**config.mk**
```make
export PLATFORM = sky130hd
export DESIGN_NAME = urx_top
export DESIGN_NICKNAME = d
export VERILOG_FILES = /design/src/hw/urx_pkg.sv /design/src/hw/urx_fifo_mem.sv /design/src/hw/urx_irda.sv /design/src/hw/urx_top.sv
export VERILOG_INCLUDE_DIRS = /design/src /design/src/hw
export SDC_FILE = /design/constraint.sdc
export NUM_CORES = 1
export LEC_CHECK = 0
export BUFFER_PORTS_ARGS = -buffer_cell sky130_fd_sc_hd__buf_2
export CAP_MARGIN = 10
export CORE_MARGIN = 2
export CORE_UTILIZATION = 65
export DETAILED_ROUTE_END_ITERATION = 10
export GPL_ROUTABILITY_DRIVEN = 0
export PLACE_DENSITY = 0.84
export SLEW_MARGIN = 5
export SYNTH_ARGS = -nofsm -noshare
export SYNTH_HDL_FRONTEND = slang
export SYNTH_SLANG_ARGS = --single-unit
```
**constraint.sdc**
```tcl
create_clock -name i_mclk -period 12.02 [get_ports i_mclk]
set_input_delay 3.005 -clock i_mclk [delete_from_list [all_inputs] [get_ports i_mclk]]
set_output_delay 3.005 -clock i_mclk [all_outputs]
set_load 0.02 [all_outputs]
```
**src/hw/urx_defines.svh**
```systemverilog
// constants for the receive holding path and flow-control block
// assumes a 16x sampling enable from the baud generator outside
`ifndef URX_DEFINES_SVH
`define URX_DEFINES_SVH

`define URX_FIFO_DEPTH      5'h10
`define URX_PTR_W           4
`define URX_CNT_W           5
`define URX_ENTRY_W         11
`define URX_BIT_TICKS       4'hF
`define URX_IR_PULSE_TICKS  4'h3
`define URX_FRAME_BASE      4'h7
`define URX_XOFF_CHARS      10'h002
`define URX_XON1            2'h0
`define URX_XON2            2'h1
`define URX_XOFF1           2'h2
`define URX_XOFF2           2'h3
`define URX_TRIG_L0         5'h01
`define URX_TRIG_L1         5'h04
`define URX_TRIG_L2         5'h08
`define URX_TRIG_L3         5'h0E
`define URX_XON_L0          5'h00
`define URX_XON_L1          5'h01
`define URX_XON_L2          5'h04
`define URX_XON_L3          5'h08

`endif

```
**src/hw/urx_pkg.sv**
```systemverilog
// types shared by the receive holding and flow-control block
// assumes urx_defines.svh is on the include path
package urx_pkg;

    typedef struct packed {
        logic [2:0] err;
        logic [7:0] data;
    } urx_char_t;

    typedef enum logic [1:0] {
        SW_OFF,
        SW_SINGLE1,
        SW_SINGLE2,
        SW_DOUBLE
    } urx_swmode_t;

    typedef struct packed {
        logic        auto_cts;
        logic        auto_rts;
        logic        spec_det;
        logic        unlock;
        logic        auto_xoff;
        urx_swmode_t sw_rx_mode;
    } urx_efr_t;

    typedef struct packed {
        logic cts_int;
        logic rts_int;
        logic xoff_int;
    } urx_ier_t;

    typedef enum logic [1:0] {
        XS_IDLE,
        XS_WAIT,
        XS_SENT
    } urx_xstate_t;

    typedef struct packed {
        logic [3:0]      phase;
        logic            tx_q;
        logic            tx_pin;
        logic            rx_q;
        logic [3:0]      rx_cnt;
        logic            rx_out;
    } urx_ir_state_t;

    typedef struct packed {
        logic [3:0]      wr_ptr;
        logic [3:0]      rd_ptr;
        logic [4:0]      count;
        logic            data_ready;
        logic [3:0][7:0] xchar;
        logic            rts_n;
        logic            rts_armed;
        logic            rts_blocked;
        logic            mcr_rts_q;
        logic            cts_q;
        logic            fc_int;
        logic            xoff_flag;
        logic            spec_flag;
        logic            tx_halt_sw;
        logic            tx_hold;
        logic            pend_valid;
        urx_char_t       pend;
        logic            late_valid;
        urx_char_t       late;
        urx_xstate_t     xstate;
        logic [9:0]      delay;
        logic            send_xoff;
        logic            send_xon;
        logic            int_out;
    } urx_state_t;

endpackage : urx_pkg

```
**src/hw/urx_fifo_mem.sv**
```systemverilog
// storage for the sixteen receive entries, data plus error tags
// assumes one writer and one reader in the same clock
`timescale 1ns/1ps
`include "urx_defines.svh"
module urx_fifo_mem
    import urx_pkg::*;
(
    input  wire logic                  i_mclk,
    input  wire logic                  i_resetn,
    input  wire logic                  i_we,
    input  wire logic [`URX_PTR_W-1:0] i_waddr,
    input  wire urx_char_t             i_wdata,
    input  wire logic [`URX_PTR_W-1:0] i_raddr,
    output urx_char_t                  o_rdata
);
    urx_char_t mem [16];

    always_ff @(posedge i_mclk) begin
        if (i_we) begin
            mem[i_waddr] <= i_wdata;
        end
    end

    // bypass so a write into an empty queue shows at the head at once
    always_ff @(posedge i_mclk) begin
        if (!i_resetn) begin
            o_rdata <= '0;
        end else if (i_we && i_waddr == i_raddr) begin
            o_rdata <= i_wdata;
        end else begin
            o_rdata <= mem[i_raddr];
        end
    end
endmodule : urx_fifo_mem

```
**src/hw/urx_irda.sv**
```systemverilog
// infrared pulse encoder and decoder on the serial pins
// assumes i_tick16 is a one-cycle pulse at sixteen times the bit rate
`timescale 1ns/1ps
`include "urx_defines.svh"
module urx_irda
    import urx_pkg::*;
(
    input  wire logic i_mclk,
    input  wire logic i_resetn,
    input  wire logic i_tick16,
    input  wire logic i_irda,
    input  wire logic i_tx_serial,
    input  wire logic i_rx_pin,
    output logic      o_tx_pin,
    output logic      o_rx_data
);
    urx_ir_state_t s;
    urx_ir_state_t next_s;

    always_comb begin
        next_s = s;
        next_s.rx_q = i_rx_pin;
        if (i_tick16) begin
            next_s.tx_q = i_tx_serial;
            // realign the bit phase on every data edge
            if (i_tx_serial != s.tx_q) begin
                next_s.phase = 4'h0;
            end else begin
                next_s.phase = s.phase + 4'h1;
            end
        end
        if (i_irda) begin
            next_s.tx_pin = !i_tx_serial
                && (next_s.phase < `URX_IR_PULSE_TICKS);
        end else begin
            next_s.tx_pin = i_tx_serial;
        end
        if (!i_irda) begin
            next_s.rx_cnt = 4'h0;
            next_s.rx_out = i_rx_pin;
        end else if (i_rx_pin && !s.rx_q) begin
            next_s.rx_cnt = `URX_BIT_TICKS;
            next_s.rx_out = 1'b0;
        end else if (i_tick16 && s.rx_cnt != 4'h0) begin
            next_s.rx_cnt = s.rx_cnt - 4'h1;
        end else if (s.rx_cnt == 4'h0) begin
            next_s.rx_out = 1'b1;
        end
    end

    always_ff @(posedge i_mclk) begin
        if (!i_resetn) begin
            s <= '0;
        end else begin
            s <= next_s;
        end
    end

    assign o_tx_pin  = s.tx_pin;
    assign o_rx_data = s.rx_out;

    a_ir_pulse_phase: assert property (
        @(posedge i_mclk) disable iff (!i_resetn)
        (o_tx_pin && $past(i_irda)) |-> (s.phase < `URX_IR_PULSE_TICKS))
        else $error("infrared pulse outside its three tick window");

    a_ir_tx_idle: assert property (
        @(posedge i_mclk) disable iff (!i_resetn)
        ($past(i_irda) && $past(i_tx_serial)) |-> !o_tx_pin)
        else $error("infrared transmit not idle low on a one bit");

    a_ir_rx_decode: assert property (
        @(posedge i_mclk) disable iff (!i_resetn)
        (i_irda && i_rx_pin && !s.rx_q) |=> !o_rx_data)
        else $error("infrared pulse not decoded as a zero bit");
endmodule : urx_irda

```
**src/hw/urx_top.sv**
```systemverilog
// receive holding queue, auto RTS/CTS, Xon/Xoff and infrared paths
// assumes a receive shift register and transmitter outside this block
// Overview of operation
// - keep received characters in a 16 deep queue of 11 bit entries
// - with the queue enabled, holding register shows the oldest entry
// - a holding read loads the next entry and its three error tags
// - automatic RTS control is switched on by its enhanced feature bit
// - automatic RTS starts only after RTS control bit is set afterwards
// - with unlock and RTS interrupt enabled, RTS rising sets flow flag
// - automatic CTS control is switched on by its enhanced feature bit
// - with CTS interrupt enabled after unlock, CTS going high sets flag
// - CTS high halts transmitter after current stop bit; low resumes it
// - RTS rises at the upper fill threshold, returns low at the lower one
// - received Xoff match halts transmission after current character
// - with Xoff interrupt enabled, Xoff match sets flag and interrupt; later Xon resumes and clears
// - reset zeroes the Xon and Xoff characters; host may write any
// - double mode needs two consecutive matching characters
// - characters used for flow control never enter the queue
// - crossing the trigger sends Xoff two character times later
// - Xon is sent at fill 0, 1, 4, 8 for triggers 1, 4, 8, 14
// - special detect stores the second Xoff match and sets its flag
// - comparisons use only the programmed word length bits, LSB first
// - infrared encoder sends a 3/16 bit high pulse per zero bit
// - infrared mode idles transmit low and treats receive low as idle
// - one bit time is sixteen 16x ticks, timing pulses and delays
`timescale 1ns/1ps
`include "urx_defines.svh"
module urx_top
    import urx_pkg::*;
(
    input  wire logic       i_mclk,
    input  wire logic       i_resetn,
    input  wire logic       i_tick16,
    input  wire logic       i_rx_valid,
    input  wire urx_char_t  i_rx_char,
    input  wire logic       i_rhr_rd,
    input  wire logic       i_isr_rd,
    input  wire logic       i_fifo_en,
    input  wire logic [1:0] i_trig_sel,
    input  wire logic [1:0] i_word_len,
    input  wire urx_efr_t   i_efr,
    input  wire urx_ier_t   i_ier,
    input  wire logic       i_mcr_rts,
    input  wire logic       i_mcr_irda,
    input  wire logic       i_xreg_wr,
    input  wire logic [1:0] i_xreg_sel,
    input  wire logic [7:0] i_xreg_wdata,
    input  wire logic       i_cts_n,
    input  wire logic       i_tx_serial,
    input  wire logic       i_rx_pin,
    output urx_char_t       o_rhr,
    output logic [4:0]      o_fifo_count,
    output logic            o_data_ready,
    output logic            o_rts_n,
    output logic            o_tx_hold,
    output logic            o_send_xoff,
    output logic            o_send_xon,
    output logic            o_fc_int,
    output logic            o_xoff_flag,
    output logic            o_spec_flag,
    output logic            o_int,
    output logic            o_tx_pin,
    output logic            o_rx_data
);
    urx_state_t s;
    urx_state_t next_s;
    urx_char_t  push_char;
    logic       push;
    logic       push_ok;
    logic       pop;
    logic       xoff_hit;
    logic       xon_hit;
    logic       m_xon1;
    logic       m_xon2;
    logic       m_xoff1;
    logic       m_xoff2;
    logic       p_xon1;
    logic       p_xoff1;
    logic [4:0] cap;
    logic [4:0] trig;
    logic [4:0] lower;

    function automatic logic char_match(input logic [7:0] a,
                                        input logic [7:0] b,
                                        input logic [1:0] wl);
        logic [7:0] mask;
        mask = 8'hFF >> (2'h3 - wl);
        return ((a ^ b) & mask) == 8'h00;
    endfunction : char_match

    function automatic logic [4:0] trig_level(input logic [1:0] sel);
        unique case (sel)
            2'h0: return `URX_TRIG_L0;
            2'h1: return `URX_TRIG_L1;
            2'h2: return `URX_TRIG_L2;
            2'h3: return `URX_TRIG_L3;
        endcase
    endfunction : trig_level

    function automatic logic [4:0] xon_level(input logic [1:0] sel);
        unique case (sel)
            2'h0: return `URX_XON_L0;
            2'h1: return `URX_XON_L1;
            2'h2: return `URX_XON_L2;
            2'h3: return `URX_XON_L3;
        endcase
    endfunction : xon_level

    // two frames of start, data and stop bits, sixteen ticks per bit
    function automatic logic [9:0] char_delay(input logic [1:0] wl);
        logic [9:0] bits;
        bits = 10'({`URX_FRAME_BASE} + {2'h0, wl});
        return 10'(bits * `URX_XOFF_CHARS * 10'h010);
    endfunction : char_delay

    always_comb begin
        next_s    = s;
        push      = 1'b0;
        push_char = '0;
        xoff_hit  = 1'b0;
        xon_hit   = 1'b0;
        trig      = trig_level(i_trig_sel);
        lower     = xon_level(i_trig_sel);
        m_xon1    = char_match(i_rx_char.data, s.xchar[`URX_XON1], i_word_len);
        m_xon2    = char_match(i_rx_char.data, s.xchar[`URX_XON2], i_word_len);
        m_xoff1   = char_match(i_rx_char.data, s.xchar[`URX_XOFF1],
                               i_word_len);
        m_xoff2   = char_match(i_rx_char.data, s.xchar[`URX_XOFF2],
                               i_word_len);
        p_xon1    = char_match(s.pend.data, s.xchar[`URX_XON1], i_word_len);
        p_xoff1   = char_match(s.pend.data, s.xchar[`URX_XOFF1], i_word_len);
        next_s.send_xoff = 1'b0;
        next_s.send_xon  = 1'b0;
        next_s.cts_q     = i_cts_n;
        next_s.mcr_rts_q = i_mcr_rts;
        // host clears first so that a same-cycle event still sets below
        if (i_isr_rd) begin
            next_s.fc_int    = 1'b0;
            next_s.spec_flag = 1'b0;
        end
        if (i_xreg_wr) begin
            next_s.xchar[i_xreg_sel] = i_xreg_wdata;
        end
        if (s.late_valid) begin
            push              = 1'b1;
            push_char         = s.late;
            next_s.late_valid = 1'b0;
        end
        if (i_rx_valid) begin
            if (i_efr.spec_det && m_xoff2) begin
                next_s.spec_flag = 1'b1;
            end
            unique case (i_efr.sw_rx_mode)
                SW_OFF: begin
                    push      = 1'b1;
                    push_char = i_rx_char;
                end
                SW_SINGLE1: begin
                    if (m_xoff1) begin
                        xoff_hit = 1'b1;
                    end else if (m_xon1) begin
                        xon_hit = 1'b1;
                    end else begin
                        push      = 1'b1;
                        push_char = i_rx_char;
                    end
                end
                SW_SINGLE2: begin
                    if (m_xoff2 && !i_efr.spec_det) begin
                        xoff_hit = 1'b1;
                    end else if (m_xon2) begin
                        xon_hit = 1'b1;
                    end else begin
                        push      = 1'b1;
                        push_char = i_rx_char;
                    end
                end
                SW_DOUBLE: begin
                    // a possible first half waits for the next character
                    if (s.pend_valid) begin
                        next_s.pend_valid = 1'b0;
                        if (p_xoff1 && m_xoff2) begin
                            xoff_hit = 1'b1;
                        end else if (p_xon1 && m_xon2) begin
                            xon_hit = 1'b1;
                        end else begin
                            push      = 1'b1;
                            push_char = s.pend;
                            if (m_xon1 || m_xoff1) begin
                                next_s.pend_valid = 1'b1;
                                next_s.pend       = i_rx_char;
                            end else begin
                                next_s.late_valid = 1'b1;
                                next_s.late       = i_rx_char;
                            end
                        end
                    end else if (m_xon1 || m_xoff1) begin
                        next_s.pend_valid = 1'b1;
                        next_s.pend       = i_rx_char;
                    end else begin
                        push      = 1'b1;
                        push_char = i_rx_char;
                    end
                end
            endcase
        end
        if (xoff_hit) begin
            next_s.tx_halt_sw = 1'b1;
            if (i_ier.xoff_int) begin
                next_s.xoff_flag = 1'b1;
            end
        end
        if (xon_hit) begin
            next_s.tx_halt_sw = 1'b0;
            next_s.xoff_flag  = 1'b0;
        end

        // non-queue mode behaves as a single holding entry
        cap     = i_fifo_en ? `URX_FIFO_DEPTH : 5'h01;
        pop     = i_rhr_rd && (s.count != 5'h00);
        push_ok = push && ((s.count < cap) || pop);
        next_s.count = 5'(s.count + {4'h0, push_ok} - {4'h0, pop});
        if (push_ok) begin
            next_s.wr_ptr = s.wr_ptr + 4'h1;
        end
        if (pop) begin
            next_s.rd_ptr = s.rd_ptr + 4'h1;
        end
        next_s.data_ready = next_s.count != 5'h00;

        if (next_s.count >= trig) begin
            next_s.rts_blocked = 1'b1;
        end else if (next_s.count <= lower) begin
            next_s.rts_blocked = 1'b0;
        end
        if (!i_efr.auto_rts) begin
            next_s.rts_armed = 1'b0;
        end else if (i_mcr_rts && !s.mcr_rts_q) begin
            next_s.rts_armed = 1'b1;
        end
        next_s.rts_n = !(i_mcr_rts && !(i_efr.auto_rts
                       && next_s.rts_armed && next_s.rts_blocked));
        if (i_efr.unlock && i_ier.rts_int && !s.rts_n && next_s.rts_n) begin
            next_s.fc_int = 1'b1;
        end
        if (i_efr.unlock && i_ier.cts_int && i_cts_n && !s.cts_q) begin
            next_s.fc_int = 1'b1;
        end
        // the transmitter samples this only between characters
        next_s.tx_hold = (i_efr.auto_cts && i_cts_n)
                         || next_s.tx_halt_sw;

        unique case (s.xstate)
            XS_IDLE: begin
                if (i_efr.auto_xoff && s.count < trig
                    && next_s.count >= trig) begin
                    next_s.xstate = XS_WAIT;
                    next_s.delay  = char_delay(i_word_len);
                end
            end
            XS_WAIT: begin
                if (i_tick16) begin
                    if (s.delay <= 10'h001) begin
                        next_s.send_xoff = 1'b1;
                        next_s.xstate    = XS_SENT;
                    end else begin
                        next_s.delay = s.delay - 10'h001;
                    end
                end
            end
            XS_SENT: begin
                if (next_s.count <= lower) begin
                    next_s.send_xon = 1'b1;
                    next_s.xstate   = XS_IDLE;
                end
            end
        endcase
        if (!i_efr.auto_xoff) begin
            next_s.xstate = XS_IDLE;
        end
        next_s.int_out = next_s.fc_int || next_s.xoff_flag
                         || next_s.spec_flag;
    end

    always_ff @(posedge i_mclk) begin
        if (!i_resetn) begin
            s       <= '0;
            s.rts_n <= 1'b1;
        end else begin
            s <= next_s;
        end
    end

    urx_fifo_mem u_mem (
        .i_mclk   (i_mclk),
        .i_resetn (i_resetn),
        .i_we     (push_ok),
        .i_waddr  (s.wr_ptr),
        .i_wdata  (push_char),
        .i_raddr  (next_s.rd_ptr),
        .o_rdata  (o_rhr)
    );

    urx_irda u_irda (
        .i_mclk      (i_mclk),
        .i_resetn    (i_resetn),
        .i_tick16    (i_tick16),
        .i_irda      (i_mcr_irda),
        .i_tx_serial (i_tx_serial),
        .i_rx_pin    (i_rx_pin),
        .o_tx_pin    (o_tx_pin),
        .o_rx_data   (o_rx_data)
    );

    assign o_fifo_count = s.count;
    assign o_data_ready = s.data_ready;
    assign o_rts_n      = s.rts_n;
    assign o_tx_hold    = s.tx_hold;
    assign o_send_xoff  = s.send_xoff;
    assign o_send_xon   = s.send_xon;
    assign o_fc_int     = s.fc_int;
    assign o_xoff_flag  = s.xoff_flag;
    assign o_spec_flag  = s.spec_flag;
    assign o_int        = s.int_out;

    a_fifo_depth_bound: assert property (
        @(posedge i_mclk) disable iff (!i_resetn)
        (s.count <= `URX_FIFO_DEPTH) && (i_fifo_en || s.count <= 5'h01))
        else $error("receive queue count beyond sixteen");

    a_rts_threshold: assert property (
        @(posedge i_mclk) disable iff (!i_resetn)
        (i_efr.auto_rts && s.rts_armed && s.count >= trig && !i_rhr_rd)
        |=> o_rts_n)
        else $error("RTS still asserted at the upper threshold");

    a_rts_needs_mcr: assert property (
        @(posedge i_mclk) disable iff (!i_resetn)
        !i_mcr_rts |=> o_rts_n)
        else $error("RTS asserted without its control bit");

    a_rts_rise_int: assert property (
        @(posedge i_mclk) disable iff (!i_resetn)
        ($rose(o_rts_n) && $past(i_efr.unlock && i_ier.rts_int))
        |-> o_fc_int)
        else $error("RTS rise did not set the flow flag");

    a_cts_rise_int: assert property (
        @(posedge i_mclk) disable iff (!i_resetn)
        (i_efr.unlock && i_ier.cts_int && i_cts_n && !s.cts_q)
        |=> o_fc_int)
        else $error("CTS deassert did not set the flow flag");

    a_cts_hold_tx: assert property (
        @(posedge i_mclk) disable iff (!i_resetn)
        (i_efr.auto_cts && i_cts_n) |=> o_tx_hold)
        else $error("transmit not held while CTS high");

    a_xoff_halts: assert property (
        @(posedge i_mclk) disable iff (!i_resetn)
        xoff_hit |=> o_tx_hold)
        else $error("Xoff match did not halt transmission");

    a_xon_clears: assert property (
        @(posedge i_mclk) disable iff (!i_resetn)
        xon_hit |=> (!o_xoff_flag && !s.tx_halt_sw))
        else $error("Xon match did not clear the flag");

    a_xchar_reset: assert property (
        @(posedge i_mclk) disable iff (!i_resetn)
        $rose(i_resetn) |-> (s.xchar == '0))
        else $error("flow characters not zero after reset");

    a_flow_not_stored: assert property (
        @(posedge i_mclk) disable iff (!i_resetn)
        ((xoff_hit || xon_hit) && !s.late_valid) |-> !push_ok)
        else $error("flow character written into the queue");

    a_xoff_after_wait: assert property (
        @(posedge i_mclk) disable iff (!i_resetn)
        o_send_xoff |-> ($past(s.xstate) == XS_WAIT && $past(i_tick16)))
        else $error("Xoff sent without the character delay");
endmodule : urx_top

```
==> impl_metrics.csv, run 1 <==
group,metric,value,unit
place,dp_hpwl,20900,µm
logic_synthesis,synth-seq-area-share,0.548,
power_and_ir_drop,p_clk_frac,0.301,
power_and_ir_drop,cell_internal_pwr,2.03,mW
critical_path,cp_num_buf_inv,5,
finish,multiInputGateArea,0.00585,mm²
clock_tree,clk_pin_slew,60,ps
detailed_routing,drc,0,
global_route,grt_util_met2,0.496,
global_route,grt_pass1_wl,52100,µm
critical_path,cp-start-kind,"input pin",
clock_tree,ctsHoldBuffers,0,
logic_synthesis,synthTopCellsByCount,"edfxtp_1, dfxtp_1, nor2_1, mux2i_1, nand2_1",
hold_path,holdPathStages,2,
hold_path,hp-start,"s[4]",
floorplan,fp.dieH,150,µm
detailed_routing,via_per_inst,6.41,
sta,final.setup.tns,0,ps
critical_path,cpMaxStageDelayCell,"fa_1",
logic_synthesis,synthesis.nets,1345,
global_route,grt_use_total,0.290,
detailed_routing,wl,32400,µm
critical_path,path_max_fanout,7,
clock_tree,tritoncts,"done",
hold_path,min_to,"s[4]",
critical_path,crit_path_end_kind,"flip-flop",
global_route,grtUsageMet1,0.381,
logic_synthesis,yosys_register_bits,294,
global_route,overflow,0,
floorplan,io_pins,75,
detailed_routing,dr.pass1.iters,6,
logic_synthesis,synth_cell_types,74,
logic_synthesis,netlist_area,0.0139,mm²
logic_synthesis,synth_edf_count,176,
sta,period_share,0.632,
clock_tree,numCtsBuffers,29,
hold_path,holdCritPathClass,"flip-flop to flip-flop",
detailed_routing,num_vias,10317,
sta,hold_violations,0,
global_route,grt_pass1_vias,10217,
power_and_ir_drop,power_leakage,6.18,nW
critical_path,cpLargestDelayFamily,"compound AO/OA/AOI/OAI gates",
finish,syn_to_final_growth,11.1,%
global_route,grt_util_met3,0.0348,
power_and_ir_drop,comb_power_share,0.308,
floorplan,start_util,0.663,
sta,slew_viol_final,0,
sta,rsz0062_at_grt,"no",
power_and_ir_drop,ir_drop,0.139,mV
critical_path,cp_slowest_stage_delay,540,ps
logic_synthesis,ys.flop_type,"edfxtp_1",
detailed_routing,avgRoutedWirePerCell,20.1,µm
sta,setup_viol,0,
detailed_routing,antenna_left,0,
clock_tree,cts_buffer_depth,3,
clock_tree,cts.sinks,294,
logic_synthesis,synthMostInstantiatedCell,"edfxtp_1",
power_and_ir_drop,p_seq_frac,0.391,
sta,timing.final.ws_setup,4420,ps
critical_path,r2r_cells,20,
global_route,antenna_found_initial,0,
clock_tree,post_cts_buffers,0,
logic_synthesis,synth_top_area_frac,0.379,
finish,layout.nets,1393,
power_and_ir_drop,p_per_area,195,mW/mm²
finish,drive_above_1_share,0.130,
logic_synthesis,synthCells,1263,
critical_path,crit_required,12500,ps
sta,maxSlewHeadroom,0.182,
finish,seqCellArea,0.00765,mm²
finish,nFillCells,1411,
sta,tightestPinTransition,1230,ps
global_route,grt_max_degree,77,
flow_run,timing.max_cap.violations,0,
floorplan,dieWidth,150,µm
floorplan,die_area,0.0226,mm²
logic_synthesis,synth_area_leader_cell,"edfxtp_1",
critical_path,r2r_setup_slack,6820,ps
floorplan,fp-row-count,53,
sta,clock.fmax,132,MHz
logic_synthesis,avgSynthCellArea,11.0,µm²
critical_path,cp_cell_sequence,"buf_2 > inv_1 > ha_1 > inv_1 > a211oi_1 > and3_1 > a2bb2oi_1 > a2bb2oi_1 > a21boi_0 > nor2_1 > mux2i_1 > ha_1 > inv_1 > fa_1 > inv_1 > ha_1 > a21o_1 > a21o_1 > a211oi_1 > o21ai_0 > o221ai_1 > or3_1 > a21oi_1",
clock_tree,cts_root_buffer,"clkbuf_16",
sta,period_needed,7600,ps
sta,clock_skew,16.0,ps
critical_path,timing.rr.end,"s[4]",
critical_path,critPathArrivalTime,8080,ps
power_and_ir_drop,p_switching,997,µW
logic_synthesis,synth.area.top_cells,"edfxtp_1, dfxtp_1, mux2i_1",
critical_path,cp_num_cells,23,
critical_path,crit_type,"input pin to flip-flop",
place,dp_slack,3970,ps
finish,num_antenna_cells,0,
logic_synthesis,async_reset_ff_frac,0,
status,status,"finished, final reports clean",
place,port_buffers,74,
detailed_routing,dr.first_iter.drc_count,1028,
clock_tree,cts_max_level,1,
critical_path,crit-reg2reg-launch,"s[75]",
power_and_ir_drop,p_sw_frac,0.330,
logic_synthesis,ys_warn_count,0,
clock_tree,worstSkewPairLatency,570,ps
critical_path,cpMostUsedCell,"inv_1",
floorplan,core_area,0.0210,mm²
global_route,gr-max-usage-layer,"met2",
clock_tree,postCtsResizedCells,0,
-- logic make-up after synthesis --
group	Yosys count	share of synthesized area
fa+ha+maj	34	0.0310
compound gates	274	0.138
simple gates	377	0.134
mux	95	0.0694
xor+xnor	66	0.0424
buf+inv	123	0.0369
flops	294	0.548
-- worst max-delay path by stage --
stage | slack, ps | end | from
2_1_floorplan | 4860 | s[4] | i_word_len[1]
3_3_place_gp | 4180 | s[4] | i_word_len[1]
3_5_place_dp | 3970 | s[4] | i_word_len[1]
4_1_cts | 4540 | s[4] | i_word_len[1]
5_1_grt | 4030 | s[4] | i_word_len[1]
6_report | 4420 | s[4] | i_word_len[1]
-- power groups by stage --
stage,sequential [mW],clock [mW],combinational (mW)
after floorplan,1.21,0,0.690
after global placement,1.20,0,0.888
after detailed placement,1.20,0,0.913
after CTS,1.18,0.922,0.924
after global routing,1.19,0.961,1.02
final,1.18,0.912,0.931
-- tightest hold or removal path, delay by kind of cell, from the launching register on --
| kind | cells | cell delay, ps |
|---|---|---|
| flip-flops | 1 | 330 |
| AND/OR/NAND/NOR | 1 | 60 |
| AO/OA/AOI/OAI | 1 | 50 |
-- sequential cells by signal, summed over array words and instances (netlist names), 5 cells and up --
name	cells
o_fifo_count	5
s	81
u_irda.s	10
u_mem.mem	176
u_mem.o_rdata	11
-- cell usage in the layout (no fill, tap or decap), types with 11 or more instances in the layout --
cell	n
buf_2	74
and3_1	56
inv_1	43
edfxtp_1	176
dfxtp_1	118
o211ai_1	14
a221oi_1	11
nand2_1	76
nand2b_1	16
mux2_2	14
buf_4	19
mux2i_1	79
a31oi_1	35
o22ai_1	12
and2_1	19
a21oi_1	53
a22oi_1	12
nor2_1	113
ha_1	33
xnor2_1	19
clkbuf_16	29
nor3_1	15
o21ai_0	33
xor2_1	43
nand3_1	42
-- stage by stage --
| step | cell area (µm²) | std cells | utilization | hold slack (ps) | power (mW) |
|---|---|---|---|---|---|
| 6_report | 15500 | 1609 | 0.737 | 496 | 3.02 |
| 4_1_cts | 15500 | 1607 | 0.736 | 489 | 3.03 |
| 5_1_grt | 15500 | 1609 | 0.737 | 518 | 3.17 |
| 3_3_place_gp | 14500 | 1553 | 0.690 | 469 | 2.09 |
| 2_1_floorplan | 13900 | 1263 | - | 454 | 1.90 |
| 3_5_place_dp | 14500 | 1553 | 0.690 | 480 | 2.12 |
-- layer usage --
metal,up-vias,share of wire
met4,0,0.025
met1,4985,0.41
met3,82,0.073
met2,453,0.49
met5,-,0
li1,4797,-
-- final cells by class --
cell class,count,area share
clock buffers,39,0.0493
clock inverters,15,0.0126
inverters,46,0.0111
multi-input cells,846,0.377
flip-flops and latches,294,0.494
well taps,275,0.0222
repair buffers,94,0.0338
Note: power is estimated with default switching activity, not from simulation.
==> inputs of run 2 (changes only) <==
- CORE_UTILIZATION: 65 -> 61
- PLACE_DENSITY: 0.84 -> 0.8
- clock period: 12.02 -> 7.72 ns (I/O delays scaled with it)
==> run 2 against run 1 <==
  * Via count decreased by 0.16%
  * Routed wire length increased by 1.5%
  * Non-clock buffer count increased by 1
  * Setup slack got worse by 3300 ps
  * Die area increased by 6.4%
  * Sequential share of layout area decreased by 0.17 points
  * Critical path depth unchanged
  * Critical path type unchanged
  * Register-to-register slack got worse by 4300 ps
==> impl_metrics.csv, run 2 (synthesized netlist as in run 1, its figures left out) <==
group,metric,value,unit
finish,final_area,0.0155,mm²
sta,rsz0062_at_grt,"no",
sta,final.setup.tns,0,ps
clock_tree,cts_buffer_depth,3,
critical_path,cpLargestDelayFamily,"compound AO/OA/AOI/OAI gates",
place,dpl_cell_area,0.0145,mm²
sta,hold_violations,0,
sta,setup_viol,0,
global_route,grt_use_total,0.270,
critical_path,cp-start-kind,"input pin",
sta,timing.final.ws_setup,1140,ps
power_and_ir_drop,ir_drop,0.219,mV
power_and_ir_drop,p_total,4.74,mW
finish,seqCellArea,0.00765,mm²
clock_tree,ctsHoldBuffers,0,
global_route,grt_max_degree,50,
finish,layout.nets,1394,
detailed_routing,avgRoutedWirePerCell,20.3,µm
critical_path,critPathArrivalTime,7060,ps
finish,nFillCells,1641,
sta,maxSlewHeadroom,0.148,
sta,period_share,0.852,
floorplan,fp.dieH,155,µm
floorplan,io_pins,75,
critical_path,cpMostUsedCell,"inv_1",
sta,clock_skew,10.6,ps
critical_path,crit_path_end_kind,"flip-flop",
floorplan,dieWidth,155,µm
place,dp_hpwl,21300,µm
status,status,"finished, final reports clean",
detailed_routing,via_per_inst,6.36,
place,port_buffers,74,
global_route,overflow,0,
critical_path,path_max_fanout,7,
clock_tree,tritoncts,"done",
sta,slew_viol_final,0,
power_and_ir_drop,power_leakage,6.21,nW
floorplan,start_util,0.618,
sta,whs,496,ps
global_route,antenna_found_initial,1,
sta,period_needed,6580,ps
sta,tightestPinTransition,1270,ps
clock_tree,clk_pin_slew,70,ps
critical_path,crit_required,8200,ps
clock_tree,post_cts_buffers,0,
hold_path,holdCritPathClass,"flip-flop to flip-flop",
finish,largest_reg_flops,176,
detailed_routing,dr.pass1.iters,5,
global_route,grt_pass1_vias,10070,
finish,syn_to_final_growth,11.5,%
detailed_routing,drc,0,
finish,drive_above_1_share,0.133,
clock_tree,cts_max_level,1,
critical_path,cp_num_buf_inv,5,
finish,reg.largest.list,"u_mem.mem x176, s x81, u_mem.o_rdata x11",
place,dp_slack,691,ps
finish,final_cell_mix,"edfxtp_1, dfxtp_1, nor2_1",
detailed_routing,num_vias,10301,
critical_path,crit_type,"input pin to flip-flop",
sta,clock.fmax,152,MHz
clock_tree,cts_root_buffer,"clkbuf_16",
finish,final_common_cell,"edfxtp_1",
detailed_routing,antenna_left,0,
clock_tree,cts.sinks,294,
critical_path,cpMaxStageDelayCell,"fa_1",
detailed_routing,dr.first_iter.drc_count,1089,
floorplan,core_area,0.0226,mm²
critical_path,cp_cell_sequence,"buf_2 > inv_1 > ha_1 > inv_1 > a22oi_1 > nand3_1 > a2bb2oi_1 > a2bb2oi_1 > a21boi_0 > nor2_1 > mux2i_1 > ha_1 > inv_1 > fa_1 > inv_1 > ha_1 > a21o_1 > a21o_1 > a211oi_1 > o21ai_0 > o221ai_1 > or3_1 > a21oi_1",
clock_tree,worstSkewPairLatency,550,ps
finish,multiInputGateArea,0.00586,mm²
detailed_routing,wl,32800,µm
floorplan,fp-row-count,55,
finish,num_antenna_cells,0,
floorplan,die_area,0.0241,mm²
finish,top_register,"u_mem.mem",
critical_path,cp_slowest_stage_delay,540,ps
clock_tree,postCtsResizedCells,0,
global_route,grt_pass1_wl,52200,µm
flow_run,timing.max_cap.violations,0,
power_and_ir_drop,p_per_area,305,mW/mm²
clock_tree,numCtsBuffers,29,
[run 2: final timing paths]
path,from,endpoint,slack (ps),cells past startpoint
worst max-delay path,i_word_len[1],s[4],1140,23
worst min-delay path,s[17],s[17],500,2
worst min register to register,s[17],s[17],500,2
worst max register to register,s[31],s[4],2520,20
[run 2: stage by stage]
step | instances | util
3_5_place_dp | 1564 | 0.644
3_3_place_gp | 1564 | 0.644
6_report | 1620 | 0.689
5_1_grt | 1620 | 0.689
2_1_floorplan | 1263 | -
4_1_cts | 1618 | 0.688
[run 2: per-layer routing]
layer	track usage	up-vias	wire (µm)
met5	0	-	13
met4	0.0948	2	938
met3	0.0384	86	2310
met2	0.459	470	16100
met1	0.358	4951	13500
li1	-	4792	-
[run 2: area by class of cell]
type                            count  area share
Tap cell                          285      0.0229
Timing Repair Buffer               95      0.0342
Multi-Input combinational cell    846       0.377
Inverter                           46      0.0111
Clock buffer                       47      0.0575
Clock inverter                      7     0.00563
Sequential cell                   294       0.492
[run 2: worst min-delay path: stages, from the launching register on]
cell and delay, ps:
dfxtp_1 320, mux2i_1 70, nor2_1 70
[run 2: power breakdown]
group	internal, mW	switching (mW)	leakage [nW]
Clock	0.855	0.578	0.484
Combinational	0.567	0.897	3.16
Sequential	1.77	0.0734	2.56
